`config.mk`:
```
export PLATFORM = sky130hd
export DESIGN_NAME = pcrs_top
export DESIGN_NICKNAME = d
export VERILOG_FILES = /design/src/shared/pcrs_pkg.sv /design/src/shared/pcrs_stk_if.sv /design/src/pcrs_stack_mem.sv /design/src/pcrs_top.sv
export VERILOG_INCLUDE_DIRS = /design/src /design/src/shared
export SDC_FILE = /design/constraint.sdc
export NUM_CORES = 1
export LEC_CHECK = 0
export BUFFER_PORTS_ARGS = -buffer_cell sky130_fd_sc_hd__buf_2
export CAP_MARGIN = 0
export CELL_PAD_IN_SITES_DETAIL_PLACEMENT = 1
export CELL_PAD_IN_SITES_GLOBAL_PLACEMENT = 1
export CORE_AREA = 2 2 283 285
export CTS_BUF_LIST = sky130_fd_sc_hd__clkbuf_4 sky130_fd_sc_hd__clkbuf_8
export CTS_CLUSTER_DIAMETER = 150
export DETAILED_ROUTE_END_ITERATION = 10
export DIE_AREA = 0 0 285 287
export GPL_ROUTABILITY_DRIVEN = 0
export GPL_TIMING_DRIVEN = 1
export PLACE_DENSITY = 0.7
export SYNTH_ARGS = -nofsm -noshare
export SYNTH_HDL_FRONTEND = slang
export SYNTH_HIERARCHICAL = 1
export SYNTH_SLANG_ARGS = --single-unit
```
`constraint.sdc`:
```
create_clock -name clk -period 5.8 [get_ports clk]
set_input_delay 1.16 -clock clk [delete_from_list [all_inputs] [get_ports clk]]
set_output_delay 1.16 -clock clk [all_outputs]
set_load 0.01 [all_outputs]
```
`src/shared/pcrs_consts.svh`:
```
// offsets, field positions, reset values and widths of the counter and stack
`ifndef PCRS_CONSTS_SVH
`define PCRS_CONSTS_SVH
`define PCRS_PC_W          21
`define PCRS_PTR_W         5
`define PCRS_STK_DEPTH     31
`define PCRS_PTR_MAX       5'h1F
`define PCRS_PTR_RST       5'h00
`define PCRS_PC_RST        21'h000000
`define PCRS_LAT_RST       8'h00
`define PCRS_PC_STEP       21'h000002
`define PCRS_OFF_PCL       4'h0
`define PCRS_OFF_HLAT      4'h1
`define PCRS_OFF_ULAT      4'h2
`define PCRS_OFF_STACK_TOP_LOW_BYTE      4'h3
`define PCRS_OFF_STACK_TOP_HIGH_BYTE      4'h4
`define PCRS_OFF_STACK_TOP_UPPER_BYTE      4'h5
`define PCRS_OFF_PTR       4'h6
`define PCRS_OFF_STAT      4'h7
`define PCRS_OFF_CTRL      4'h8
`define PCRS_OFF_PCFULL    4'h9
`define PCRS_STAT_UNF_BIT  0
`define PCRS_STAT_OVF_BIT  1
`define PCRS_CTRL_PUSH_BIT 0
`define PCRS_CTRL_POP_BIT  1
`endif

```
`src/shared/pcrs_pkg.sv`:
```
// types and helpers shared by the counter and stack files
`include "pcrs_consts.svh"
package pcrs_pkg;
    typedef logic [`PCRS_PC_W-1:0]  pcrs_pc_t;
    typedef logic [`PCRS_PTR_W-1:0] pcrs_ptr_t;
    typedef logic [7:0]             pcrs_byte_t;
    typedef enum logic {PCRS_BUS_IDLE, PCRS_BUS_ACK} pcrs_bus_e;

    function automatic logic [31:0] pcrs_word(input pcrs_byte_t b);
        pcrs_word = {24'h000000, b};
    endfunction : pcrs_word

    // replace one byte lane of a 21-bit entry, lane 2 keeps 5 bits
    function automatic pcrs_pc_t pcrs_merge(input pcrs_pc_t v, input logic [1:0] lane,
                                            input pcrs_byte_t b);
        pcrs_merge = v;
        case (lane)
            2'h0:    pcrs_merge[7:0] = b;
            2'h1:    pcrs_merge[15:8] = b;
            2'h2:    pcrs_merge[20:16] = b[4:0];
            default: pcrs_merge = v;
        endcase
    endfunction : pcrs_merge
endpackage : pcrs_pkg

```
`src/shared/pcrs_stk_if.sv`:
```
// carrier between the counter logic and the stack storage
`timescale 1ns/1ps
interface pcrs_stk_if;
    import pcrs_pkg::*;
    logic      ce;
    logic      we;
    pcrs_ptr_t waddr;
    pcrs_pc_t  wdata;
    pcrs_ptr_t raddr;
    pcrs_pc_t  rdata;
    modport ctrl (output ce, we, waddr, wdata, raddr, input rdata);
    modport mem  (input ce, we, waddr, wdata, raddr, output rdata);
endinterface : pcrs_stk_if

```
`src/pcrs_stack_mem.sv`:
```
// return stack storage, entries 1..31, registered write-first read
`timescale 1ns/1ps
`include "pcrs_consts.svh"
module pcrs_stack_mem
    import pcrs_pkg::*;
(
    input wire logic clk,
    input wire logic resetn,
    pcrs_stk_if.mem  stk
);
    pcrs_pc_t ram [1:`PCRS_STK_DEPTH];
    pcrs_pc_t rdata_q;

    wire      wr_ok  = stk.we && (stk.waddr != `PCRS_PTR_RST);
    wire      wr_hit = wr_ok && (stk.waddr == stk.raddr);
    // pointer zero has no storage behind it and reads as zero
    wire pcrs_pc_t rdata_d = (stk.raddr == `PCRS_PTR_RST) ? `PCRS_PC_RST :
                             wr_hit ? stk.wdata : ram[stk.raddr];

    always_ff @(posedge clk) begin
        if (stk.ce && wr_ok) begin
            ram[stk.waddr] <= stk.wdata;
        end
    end

    always_ff @(posedge clk) begin
        if (!resetn) begin
            rdata_q <= `PCRS_PC_RST;
        end else if (stk.ce) begin
            rdata_q <= rdata_d;
        end
    end

    assign stk.rdata = rdata_q;
endmodule : pcrs_stack_mem

```
`src/pcrs_top.sv`:
```
// program counter with holding latches and hardware return stack
`timescale 1ns/1ps
`include "pcrs_consts.svh"
module pcrs_top
    import pcrs_pkg::*;
(
    // clock, reset and the freeze enable
    input  wire logic        clk,
    input  wire logic        resetn,
    input  wire logic        ce,

    // register bus, word addressed
    input  wire logic [3:0]  avs_address,
    input  wire logic        avs_read,
    input  wire logic        avs_write,
    input  wire logic [31:0] avs_writedata,
    // only lane zero matters, a write without it is answered, not applied
    input  wire logic [3:0]  avs_byteenable,
    output      logic [31:0] avs_readdata,
    output      logic        avs_waitrequest,

    // sequencer and interrupt acknowledge
    input  wire logic        seq_advance,
    input  wire logic        seq_load,
    input  wire logic        seq_call,
    input  wire logic        seq_return,
    input  wire logic        irq_ack,
    input  wire pcrs_pc_t    seq_target,

    // counter and stack state, all registered
    output      pcrs_pc_t    pc_out,
    output      pcrs_ptr_t   stack_ptr_out,
    output      logic        stack_overflow,
    output      logic        stack_underflow
);

    // ---- return stack storage

    pcrs_stk_if stk ();

    pcrs_stack_mem u_mem (
        .clk    (clk),
        .resetn (resetn),
        .stk    (stk)
    );

    // bus handshake state
    pcrs_bus_e   bus_q;
    pcrs_bus_e   bus_d;
    logic        wait_q;
    logic        wait_d;
    logic [31:0] rdata_q;
    logic [31:0] rdata_d;
    // counter, latches, pointer and flags
    pcrs_pc_t    pc_q;
    pcrs_pc_t    pc_d;
    pcrs_byte_t  hlat_q;
    pcrs_byte_t  hlat_d;
    logic [4:0]  ulat_q;
    logic [4:0]  ulat_d;
    pcrs_ptr_t   ptr_q;
    pcrs_ptr_t   ptr_d;
    logic        ovf_q;
    logic        ovf_d;
    logic        unf_q;
    logic        unf_d;

    // ---- bus side

    // one fixed wait state: accept at the first edge, act at the second,
    // so every access costs exactly two edges whatever the register
    wire        req     = avs_read || avs_write;
    wire        start   = (bus_q == PCRS_BUS_IDLE) && req;
    wire        acc     = (bus_q == PCRS_BUS_ACK);
    // effects land only on the edge where waitrequest is seen low
    // the master still holds address and data at that second edge,
    // so nothing needs to be captured at the accept edge for a write
    wire        wr_fire = acc && avs_write && avs_byteenable[0];
    wire        rd_fire = acc && avs_read;
    wire pcrs_byte_t wb = avs_writedata[7:0];

    // offset compare, shared by every register select
    function automatic logic reg_hit(input logic [3:0] a, input logic [3:0] off);
        reg_hit = (a == off);
    endfunction : reg_hit

    wire sel_pcl    = reg_hit(avs_address, `PCRS_OFF_PCL);
    wire sel_hlat   = reg_hit(avs_address, `PCRS_OFF_HLAT);
    wire sel_ulat   = reg_hit(avs_address, `PCRS_OFF_ULAT);

    wire sel_stack_top_low_byte   = reg_hit(avs_address, `PCRS_OFF_STACK_TOP_LOW_BYTE);
    wire sel_stack_top_high_byte   = reg_hit(avs_address, `PCRS_OFF_STACK_TOP_HIGH_BYTE);
    wire sel_stack_top_upper_byte   = reg_hit(avs_address, `PCRS_OFF_STACK_TOP_UPPER_BYTE);

    wire sel_ptr    = reg_hit(avs_address, `PCRS_OFF_PTR);
    wire sel_stat   = reg_hit(avs_address, `PCRS_OFF_STAT);
    wire sel_ctrl   = reg_hit(avs_address, `PCRS_OFF_CTRL);
    wire sel_pcfull = reg_hit(avs_address, `PCRS_OFF_PCFULL);

    wire wr_pcl  = wr_fire && sel_pcl;
    wire wr_hlat = wr_fire && sel_hlat;
    wire wr_ulat = wr_fire && sel_ulat;
    wire wr_ptr  = wr_fire && sel_ptr;
    wire wr_stat = wr_fire && sel_stat;
    wire rd_pcl  = rd_fire && sel_pcl;
    wire wr_tos  = wr_fire && (sel_stack_top_low_byte || sel_stack_top_high_byte || sel_stack_top_upper_byte);

    // lane picks which byte of the top entry a software write replaces
    wire [1:0] tos_lane = sel_stack_top_upper_byte ? 2'h2 : sel_stack_top_high_byte ? 2'h1 : 2'h0;

    // both control bits at once count as a push, see push_req
    wire sw_push = wr_fire && sel_ctrl && wb[`PCRS_CTRL_PUSH_BIT];
    wire sw_pop  = wr_fire && sel_ctrl && wb[`PCRS_CTRL_POP_BIT];

    wire pcrs_pc_t stack_top_entry = stk.rdata;

    // byte views of the counter and of the top entry
    wire pcrs_byte_t pc_low_b    = pc_q[7:0];
    wire pcrs_byte_t pc_high_b   = pc_q[15:8];
    wire [4:0]       pc_upper_b  = pc_q[20:16];
    wire pcrs_byte_t top_low_b   = stack_top_entry[7:0];
    wire pcrs_byte_t top_high_b  = stack_top_entry[15:8];
    wire [4:0]       top_upper_b = stack_top_entry[20:16];

    // top entry as three bytes, unmapped offsets read zero
    wire [31:0] rd_mux =
        sel_pcl    ? pcrs_word(pc_low_b) :
        sel_hlat   ? pcrs_word(hlat_q) :
        sel_ulat   ? pcrs_word({3'h0, ulat_q}) :
        sel_stack_top_low_byte   ? pcrs_word(top_low_b) :
        sel_stack_top_high_byte   ? pcrs_word(top_high_b) :
        sel_stack_top_upper_byte   ? pcrs_word({3'h0, top_upper_b}) :
        sel_ptr    ? pcrs_word({3'h0, ptr_q}) :
        sel_stat   ? {30'h00000000, ovf_q, unf_q} :
        sel_pcfull ? {11'h000, pc_q} :
        32'h00000000;

    assign bus_d   = start ? PCRS_BUS_ACK : PCRS_BUS_IDLE;
    // waitrequest drops for the single cycle after the accept edge
    assign wait_d  = !start;
    // read data is captured at the accept edge and stands until the next read
    assign rdata_d = (start && avs_read) ? rd_mux : rdata_q;

    always_ff @(posedge clk) begin
        if (!resetn) begin
            bus_q <= PCRS_BUS_IDLE;
        end else if (ce) begin
            bus_q <= bus_d;
        end
    end

    always_ff @(posedge clk) begin
        if (!resetn) begin
            wait_q <= 1'b1;
        end else if (ce) begin
            wait_q <= wait_d;
        end
    end

    always_ff @(posedge clk) begin
        if (!resetn) begin
            rdata_q <= 32'h00000000;
        end else if (ce) begin
            rdata_q <= rdata_d;
        end
    end

    // ---- stack pointer and push/pop

    // the pointer never wraps: a push at the top or a pop at zero only
    // raises its sticky flag, so a runaway call chain cannot overwrite
    // the oldest return address silently

    // a push from any source outranks a pop in the same cycle
    wire push_req = seq_call || irq_ack || sw_push;
    wire pop_req  = !push_req && (seq_return || sw_pop);
    // full means every one of the 31 entries holds a return address;
    // empty is the reset value, with no storage behind it
    wire full     = (ptr_q == `PCRS_PTR_MAX);
    wire empty    = (ptr_q == `PCRS_PTR_RST);
    wire push_ok  = push_req && !full;
    wire pop_ok   = pop_req && !empty;
    wire ovf_evt  = push_req && full;
    wire unf_evt  = pop_req && empty;

    // pointer moves by one; the ends are gated by callers, so it never wraps
    function automatic pcrs_ptr_t ptr_move(input pcrs_ptr_t p, input logic up);
        if (up) begin
            ptr_move = p + 5'h01;
        end else begin
            ptr_move = p - 5'h01;
        end
    endfunction : ptr_move

    wire pcrs_ptr_t ptr_inc = ptr_move(ptr_q, 1'b1);
    wire pcrs_ptr_t ptr_dec = ptr_move(ptr_q, 1'b0);

    // software pointer writes win: the core is stalled during them
    assign ptr_d = wr_ptr  ? wb[4:0] :
                   push_ok ? ptr_inc :
                   pop_ok  ? ptr_dec :
                   ptr_q;

    always_ff @(posedge clk) begin
        if (!resetn) begin
            ptr_q <= `PCRS_PTR_RST;
        end else if (ce) begin
            ptr_q <= ptr_d;
        end
    end

    // the pushed value is the counter, already at the next instruction
    // storage freezes with the rest of the block
    assign stk.ce    = ce;
    // pointer zero is filtered inside the storage, so writes there drop
    assign stk.we    = wr_tos || push_ok;
    assign stk.waddr = wr_tos ? ptr_q : ptr_inc;
    // software top entry writes replace one lane and keep the other two
    assign stk.wdata = wr_tos ? pcrs_merge(stack_top_entry, tos_lane, wb)
                              : pc_q;
    // reading at the next pointer keeps the top entry current every cycle
    assign stk.raddr = ptr_d;

    // ---- status flags, write one to clear, a new event wins

    wire clr_ovf = wr_stat && wb[`PCRS_STAT_OVF_BIT];
    wire clr_unf = wr_stat && wb[`PCRS_STAT_UNF_BIT];

    // a new event outranks a clear in the same cycle
    function automatic logic sticky(input logic evt, input logic cur, input logic clr);
        sticky = evt || (cur && !clr);
    endfunction : sticky

    assign ovf_d = sticky(ovf_evt, ovf_q, clr_ovf);
    assign unf_d = sticky(unf_evt, unf_q, clr_unf);

    always_ff @(posedge clk) begin
        if (!resetn) begin
            ovf_q <= 1'b0;
        end else if (ce) begin
            ovf_q <= ovf_d;
        end
    end

    always_ff @(posedge clk) begin
        if (!resetn) begin
            unf_q <= 1'b0;
        end else if (ce) begin
            unf_q <= unf_d;
        end
    end

    // ---- holding latches

    // calls and returns never touch the latches
    // a low byte read snapshots the upper bytes, so a later low byte write
    // rebuilds the same address; a latch write in that cycle loses
    assign hlat_d = rd_pcl  ? pc_high_b :
                    wr_hlat ? wb :
                    hlat_q;
    assign ulat_d = rd_pcl  ? pc_upper_b :
                    wr_ulat ? wb[4:0] :
                    ulat_q;

    always_ff @(posedge clk) begin
        if (!resetn) begin
            hlat_q <= `PCRS_LAT_RST;
        end else if (ce) begin
            hlat_q <= hlat_d;
        end
    end

    always_ff @(posedge clk) begin
        if (!resetn) begin
            ulat_q <= 5'h00;
        end else if (ce) begin
            ulat_q <= ulat_d;
        end
    end

    // ---- program counter

    // a low byte write is a computed jump through the latches
    wire pcrs_pc_t pc_latched = {ulat_q, hlat_q, wb};
    // the step wraps at the top of the 21-bit space
    wire pcrs_pc_t pc_step    = pc_q + `PCRS_PC_STEP;
    // an interrupt acknowledge loads its vector as a call loads its target
    wire           seq_jump   = seq_call || irq_ack || seq_load;

    // priority: software low byte write, return, call or jump, step;
    // the sequencer never asks for two of these at once, the order only
    // decides what a misbehaving core would see
    wire pcrs_pc_t pc_next =
        wr_pcl     ? pc_latched :
        seq_return ? stack_top_entry :
        seq_jump   ? seq_target :
        seq_advance ? pc_step :
        pc_q;

    // bit zero is tied low whatever the source
    assign pc_d = {pc_next[20:1], 1'b0};

    always_ff @(posedge clk) begin
        if (!resetn) begin
            pc_q <= `PCRS_PC_RST;
        end else if (ce) begin
            pc_q <= pc_d;
        end
    end

    // ---- outputs, all straight from flops
    // nothing combinational reaches a port, so the sequencer can use
    // these late in its own cycle without a timing hazard

    assign avs_readdata    = rdata_q;
    assign avs_waitrequest = wait_q;
    assign pc_out          = pc_q;
    assign stack_ptr_out   = ptr_q;
    assign stack_overflow  = ovf_q;
    assign stack_underflow = unf_q;

endmodule : pcrs_top

```
Word-level counts from Yosys, hierarchy flattened
Memory sizes are Yosys's and may differ from the RTL's. Cells that the tools add are included.

Bits of input ports: 71. Logic and storage cells: 115. Memories: 1. Output and inout bits: 61. RAM bits: 651. Register bits after elaboration: 95.

Add/sub/neg operators: 3. Equality and inequality tests: 13. Bitwise logic cells: 1. Multiplexer cells: 32. Reduce and logical (&&, ||, !) cells: 55.

Memories: u_mem.ram (depth 31, width 21, read ports 1, clocked after Yosys merged registers in 0, wr ports 1, RTL line pcrs_stack_mem.sv:11) `` pcrs_pc_t ram [1:`PCRS_STK_DEPTH]; ``.

Operators by type and width (count): 21-bit two-way mux (16); 5-bit two-way mux (7); 8-bit two-way mux (4); 1-bit logical AND (27); 21-bit by 2-bit adder with 21-bit output (second input constant) (1); 4-bit by 3-bit == test with 1-bit output (second input constant) (4); 5-bit zero test (2); 1-bit logical OR (10); 4-bit by 2-bit == test with 1-bit output (second input constant) (2); 4-bit == test (second input constant) (2); 2-bit AND reduction (4); 1-bit zero test (6); 5-bit by 1-bit adder with 5-bit output (second input constant) (1); 5-bit == test (1); 5-bit == test (second input constant) (1); 5-bit nonzero test (1); 5-bit by 1-bit subtractor with 5-bit output (second input constant) (1); 4-bit by 1-bit == test with 1-bit output (second input constant) (1); 4-bit zero test (1); 1-bit two-way mux (4); 2-bit nonzero test (2); 4-bit nonzero test (1); 2-bit by 1-bit == test with 1-bit output (second input constant) (1); 2-bit == test (second input constant) (1); other kinds (3) (3).

Longest topological paths before layout
Depth in word-level cells: 15. Mapped depth: 18. Depth with buffers taken out: 13.

By module
The synthesis kept the hierarchy.

By module, submodules not included: pcrs_stack_mem (cells an instance 1371, area each 26060.0 um2, sequential area each 19969.2 um2, instances 1); pcrs_top (cells an instance 709, area each 5128.7 um2, sequential area each 1261.2 um2, instances 1).

Least setup slack after synthesis
Ideal clock, no wire load.

Kind: input port to flip-flop. Start point: in avs_address[3]. End point: mem u_mem/ram[28][0] in the netlist's numbering, enable pin. Setup slack: 1291 ps. Arrival: 4110 ps. Path buffers: 5. Library setup time: 399 ps. Stages on the path: 12. Data required time: 5401 ps. Cell sequence: buf_2 nand2b_1 buf_2 nor2_4 o21ai_1 clkbuf_1 buf_2 o21ai_0 clkbuf_1 or3_1 nand4_1 nor2_1.

Cells in the longest elaborated chain, start to end: 10. Elaborated cells on any way between the ends: 18. Classes of those cells: eq/ne (4); mux (3); reduce/logical (11).

Ends and longest elaborated chain: start: declaration (RTL line pcrs_top.sv:13) `input wire logic [3:0] avs_address,`; 4-bit by 2-bit == test with 1-bit output / 4-bit by 3-bit == test with 1-bit output (equally long branches) (RTL line pcrs_top.sv:84) `reg_hit = (a == off);`; 1-bit logical OR (RTL line pcrs_top.sv:106) `wire wr_tos = wr_fire && (sel_stack_top_low_byte || sel_stack_top_high_byte || sel_stack_top_upper_byte);`; 1-bit logical OR * (RTL line pcrs_top.sv:106); 1-bit logical AND * (RTL line pcrs_top.sv:106); 5-bit two-way mux * (RTL line pcrs_top.sv:217) `assign stk.waddr = wr_tos ? ptr_q : ptr_inc;`; via stk.waddr[4] (RTL line pcrs_stk_if.sv:7) `pcrs_ptr_t waddr;`; 5-bit nonzero test (no line); 1-bit logical AND (RTL line pcrs_stack_mem.sv:14) `` wire wr_ok = stk.we && (stk.waddr != `PCRS_PTR_RST); ``; 1-bit logical AND (RTL line pcrs_stack_mem.sv:21) `if (stk.ce && wr_ok) begin`; 1-bit two-way mux (RTL line pcrs_stack_mem.sv:21); 1-bit two-way mux (not written as such) (RTL line pcrs_stack_mem.sv:22) `ram[stk.waddr] <= stk.wdata;`; end: declaration (RTL line pcrs_stack_mem.sv:11).

Mark *: on every way through the listed nets, which the timed path passes. The rest lies on a longest branch.

Final worst setup path
Start point: in avs_address[3]. End point: reg u_mem.rdata_q[8] (netlist: u_mem/stk.rdata[8]).

Cells in the longest elaborated chain, start to end: 14. Elaborated cells on any way between the ends: 36. Classes of those cells: eq/ne (7); mux (10); reduce/logical (18); memory (1).

Ends and longest elaborated chain: 4-bit == test (RTL line pcrs_top.sv:84); 1-bit logical AND (RTL line pcrs_top.sv:112, pcrs_top.sv:113); 1-bit logical AND (RTL line pcrs_top.sv:112) `` wire sw_push = wr_fire && sel_ctrl && wb[`PCRS_CTRL_PUSH_BIT]; ``; 1-bit logical OR (RTL line pcrs_top.sv:175) `wire push_req = seq_call || irq_ack || sw_push;`; 1-bit zero test (RTL line pcrs_top.sv:176) `wire pop_req = !push_req && (seq_return || sw_pop);`; 1-bit logical AND (RTL line pcrs_top.sv:176); 1-bit logical AND (RTL line pcrs_top.sv:182) `wire pop_ok = pop_req && !empty;`; 5-bit two-way mux (RTL line pcrs_top.sv:201) `pop_ok ? ptr_dec :`; 5-bit two-way mux (RTL line pcrs_top.sv:200) `push_ok ? ptr_inc :`; 5-bit two-way mux * (RTL line pcrs_top.sv:199) `assign ptr_d = wr_ptr ? wb[4:0] :`; via ptr_d[1] (RTL line pcrs_top.sv:62) `pcrs_ptr_t ptr_d;`; parallel branches: the longest is 3 deep, another holds memory read 31 x 21 bit; 21-bit two-way mux * (RTL line pcrs_stack_mem.sv:17) `` wire pcrs_pc_t rdata_d = (stk.raddr == `PCRS_PTR_RST) ? `PCRS_PC_RST : ``; end signal: assignment (RTL line pcrs_stack_mem.sv:28) `` rdata_q <= `PCRS_PC_RST; ``; end signal: assignment (RTL line pcrs_stack_mem.sv:30) `rdata_q <= rdata_d;`; end: declaration (RTL line pcrs_stack_mem.sv:12) `pcrs_pc_t rdata_q;`.

Mark *: on every way through the listed nets, which the timed path passes. A chain may end at the register's enable or synchronous reset.

==> qor.csv <==
metric;value;unit
drtAntennaViolNets;0;
power_switching;0.00303;W
synth_edf_count;651;
maxSlewHeadroom;13.3;%
fin_util;45.5;%
cts-root-buf;clkbuf_8;
drt-pass1-iter-count;6;
num_vias;19700;
ctsResizeCount;0;
syn_area;31200;sq um
synth.top_cell.area_share;62.7;%
clk_pin_slew;70;ps
synth_commonest_cells;651 x edfxtp_1, 225 x mux2i_1, 147 x nor2_1;
p_int;0.00866;W
grt_pass1_wl;134;mm
drv_cap;0;
clockBufferDepth;3;
core_area;78600;sq um
die_y;287;um
finalNetCount;2333;
clkPwrFrac;37.0;%
critPathTopFamily;compound AO/OA/AOI/OAI gates;
yosysTopAreaCell;edfxtp_1;
hpwl;57.0;mm
overflow;0;
path_class;in -> reg;
synth_most_common_cell;edfxtp_1;
ys_warn_count;6;
synth_cells;2080;
rsz0062_at_grt;false;
grt_usage;21.9;%
fill_cells;7826;
async_reset_ff_share;0;%
fmax;0.211;GHz
viasPerCell;5.79;
area_delta_synth_final;14.7;%
synth.area.top_cells;edfxtp_1 63%, mux2i_1 7.2%, dfxtp_1 5.4%;
synthDistinctLibCells;77;
worstPathArrival;5320;ps
post_cts_buffers;0;
synth_flop_cell;edfxtp_1;
setup_ws;1070;ps
finalCritPeriodShare;81.5;%
die_area;81800;sq um
path_cells;buf_2 -> nor4b_4 -> a31oi_1 -> nor3_4 -> mux2i_1 -> a31oi_4 -> or3b_2 -> o221ai_1 -> a221oi_1 -> o31ai_1;
drt_iter0_drc;1681;
cts_hold_buf;0;
synth-seq-cells;735;
slew_viol_final;0;
critical_path_buf_inv_count;1;
route.detailed.drc;0;
wirelength;90.2;mm
grt_pass1_vias;20300;
wl_per_cell;26.5;um
worstSkewPairLatency;730;ps
hp-class;reg -> reg;
cts_tree;done;
antenna_found_initial;3;
cts.sinks;735;
start_util;39.7;%
port_buffers;91;
drive_above_1_share;23.3;%
cp-start-kind;primary input;
status;completed;
cellLeakagePower;12.0;nW
synth-seq-area-share;68.1;%
sw_frac_of_total;25.9;%
max_slew.worst_pin.slew;1300;ps
fp.dieW;285;um
syn_avg_cell_area;15.0;sq um
fin_tns_setup;0;ps
cts_buffers;115;
pwr-share-seq;50.9;%
required;6390;ps
peakVddDrop;0.177;mV
grt_max_degree;47;
ctsHtreeMaxLevel;3;
finalSetupViolCount;0;
holdWs;453;ps
finalClockSkew;41.6;ps
fin_crit;4730;ps
crit_fanout;21;
io_pins;132;
hold_viol_final;0;
power;0.0117;W
p_per_area;327;nW/um^2
crit_path_end_kind;register;
cp_slowest_cell;a31oi_4;
cpPeakStageDelay;830;ps
p_comb_share;12.1;%
rows;103;
place_ws;420;ps
## registers in the layout (all words and copies together), names as in the netlist
| name | flops |
|---|---|
| stack_underflow | 1 |
| u_mem/stk.rdata | 21 |
| u_mem/ram | 651 |
| stack_ptr_out | 5 |
| acc | 1 |
| stack_overflow | 1 |
| ulat_q | 5 |
| avs_waitrequest | 1 |
| pc_out | 20 |
| avs_readdata | 21 |
| hlat_q | 8 |
## cell usage in the layout, fill, tap and decap left out, types with 29 or more instances in the layout
cell type and instances:
mux2i_1 225, clkbuf_8 116, a221oi_1 37, dfxtp_1 84, a22oi_1 41, nor2_2 32, clkbuf_4 31, o21ai_0 49
buf_2 91, a21oi_1 91, edfxtp_1 651, nand2_1 111, nor2_1 115, mux4_2 65, buf_4 117, clkinv_1 29
## final cells by class
class	instances	area (sq um)	area share (%)
multi-input cells	1173	9340	26.1
clock buffers	147	1830	5.11
well taps	1050	1310	3.67
clock inverters	59	424	1.19
inverters	13	48.8	0.136
flip-flops and latches	735	21200	59.4
repair buffers	220	1570	4.40
diodes	3	7.51	0.0210
## stage by stage
| stage | instance area, sq um | instances |
|---|---|---|
| CTS | 35800 | 3397 |
| floorplan | 31200 | 2091 |
| finish | 35800 | 3400 |
| detailed placement | 33500 | 3191 |
| global route | 35800 | 3399 |
| global placement | 33500 | 3191 |
## worst reg2reg max path: stages (launching register included)
cell and delay, ps:
dfxtp_1 500, inv_1 200, ha_1 330, and3_1 240
nor3_4 360, mux2i_1 230, a31oi_4 830, or3b_2 660
o221ai_1 340, a221oi_1 660, o31ai_1 110
## worst paths after layout
path	slack, ps	cells after the start	start	end
setup / recovery	1070	10	avs_address[3]	u_mem/stk.rdata[8]
hold / removal	450	2	avs_readdata[5]	avs_readdata[5]
setup reg to reg	1210	10	stack_ptr_out[0]	u_mem/stk.rdata[8]
hold reg to reg	450	2	avs_readdata[5]	avs_readdata[5]
## cells by family after synthesis
group / Yosys count / synth area share (%)
buf+inv: 183 / 2.90
simple gates: 389 / 6.01
flops: 735 / 68.1
compound gates: 454 / 10.2
fa+ha+maj: 4 / 0.160
xor+xnor: 23 / 0.646
mux: 291 / 12.0
other cells: 1 / 0.0120
## power groups by stage
| stage | Clock (W) | Combinational [W] | Sequential (W) |
|---|---|---|---|
| after global routing | 0.00462 | 0.00151 | 0.00595 |
| after CTS | 0.00441 | 0.00141 | 0.00595 |
| final | 0.00433 | 0.00142 | 0.00595 |
| after global placement | 0 | 0.00136 | 0.00605 |
| after detailed placement | 0 | 0.00141 | 0.00606 |
| after floorplan | 0 | 0.000888 | 0.00601 |
## metal layers
| layer | share of wire (%) | up-vias | wire length [um] | GRT usage (%) |
|---|---|---|---|---|
| li1 | - | 8600 | - | - |
| met1 | 43 | 10200 | 38600 | 29.7 |
| met2 | 48 | 768 | 43000 | 36.0 |
| met3 | 6.7 | 131 | 6020 | 3.30 |
| met4 | 2.7 | 2 | 2470 | 7.57 |
| met5 | 0.020 | - | 18 | 0 |
(Power assumes the default switching activity.)
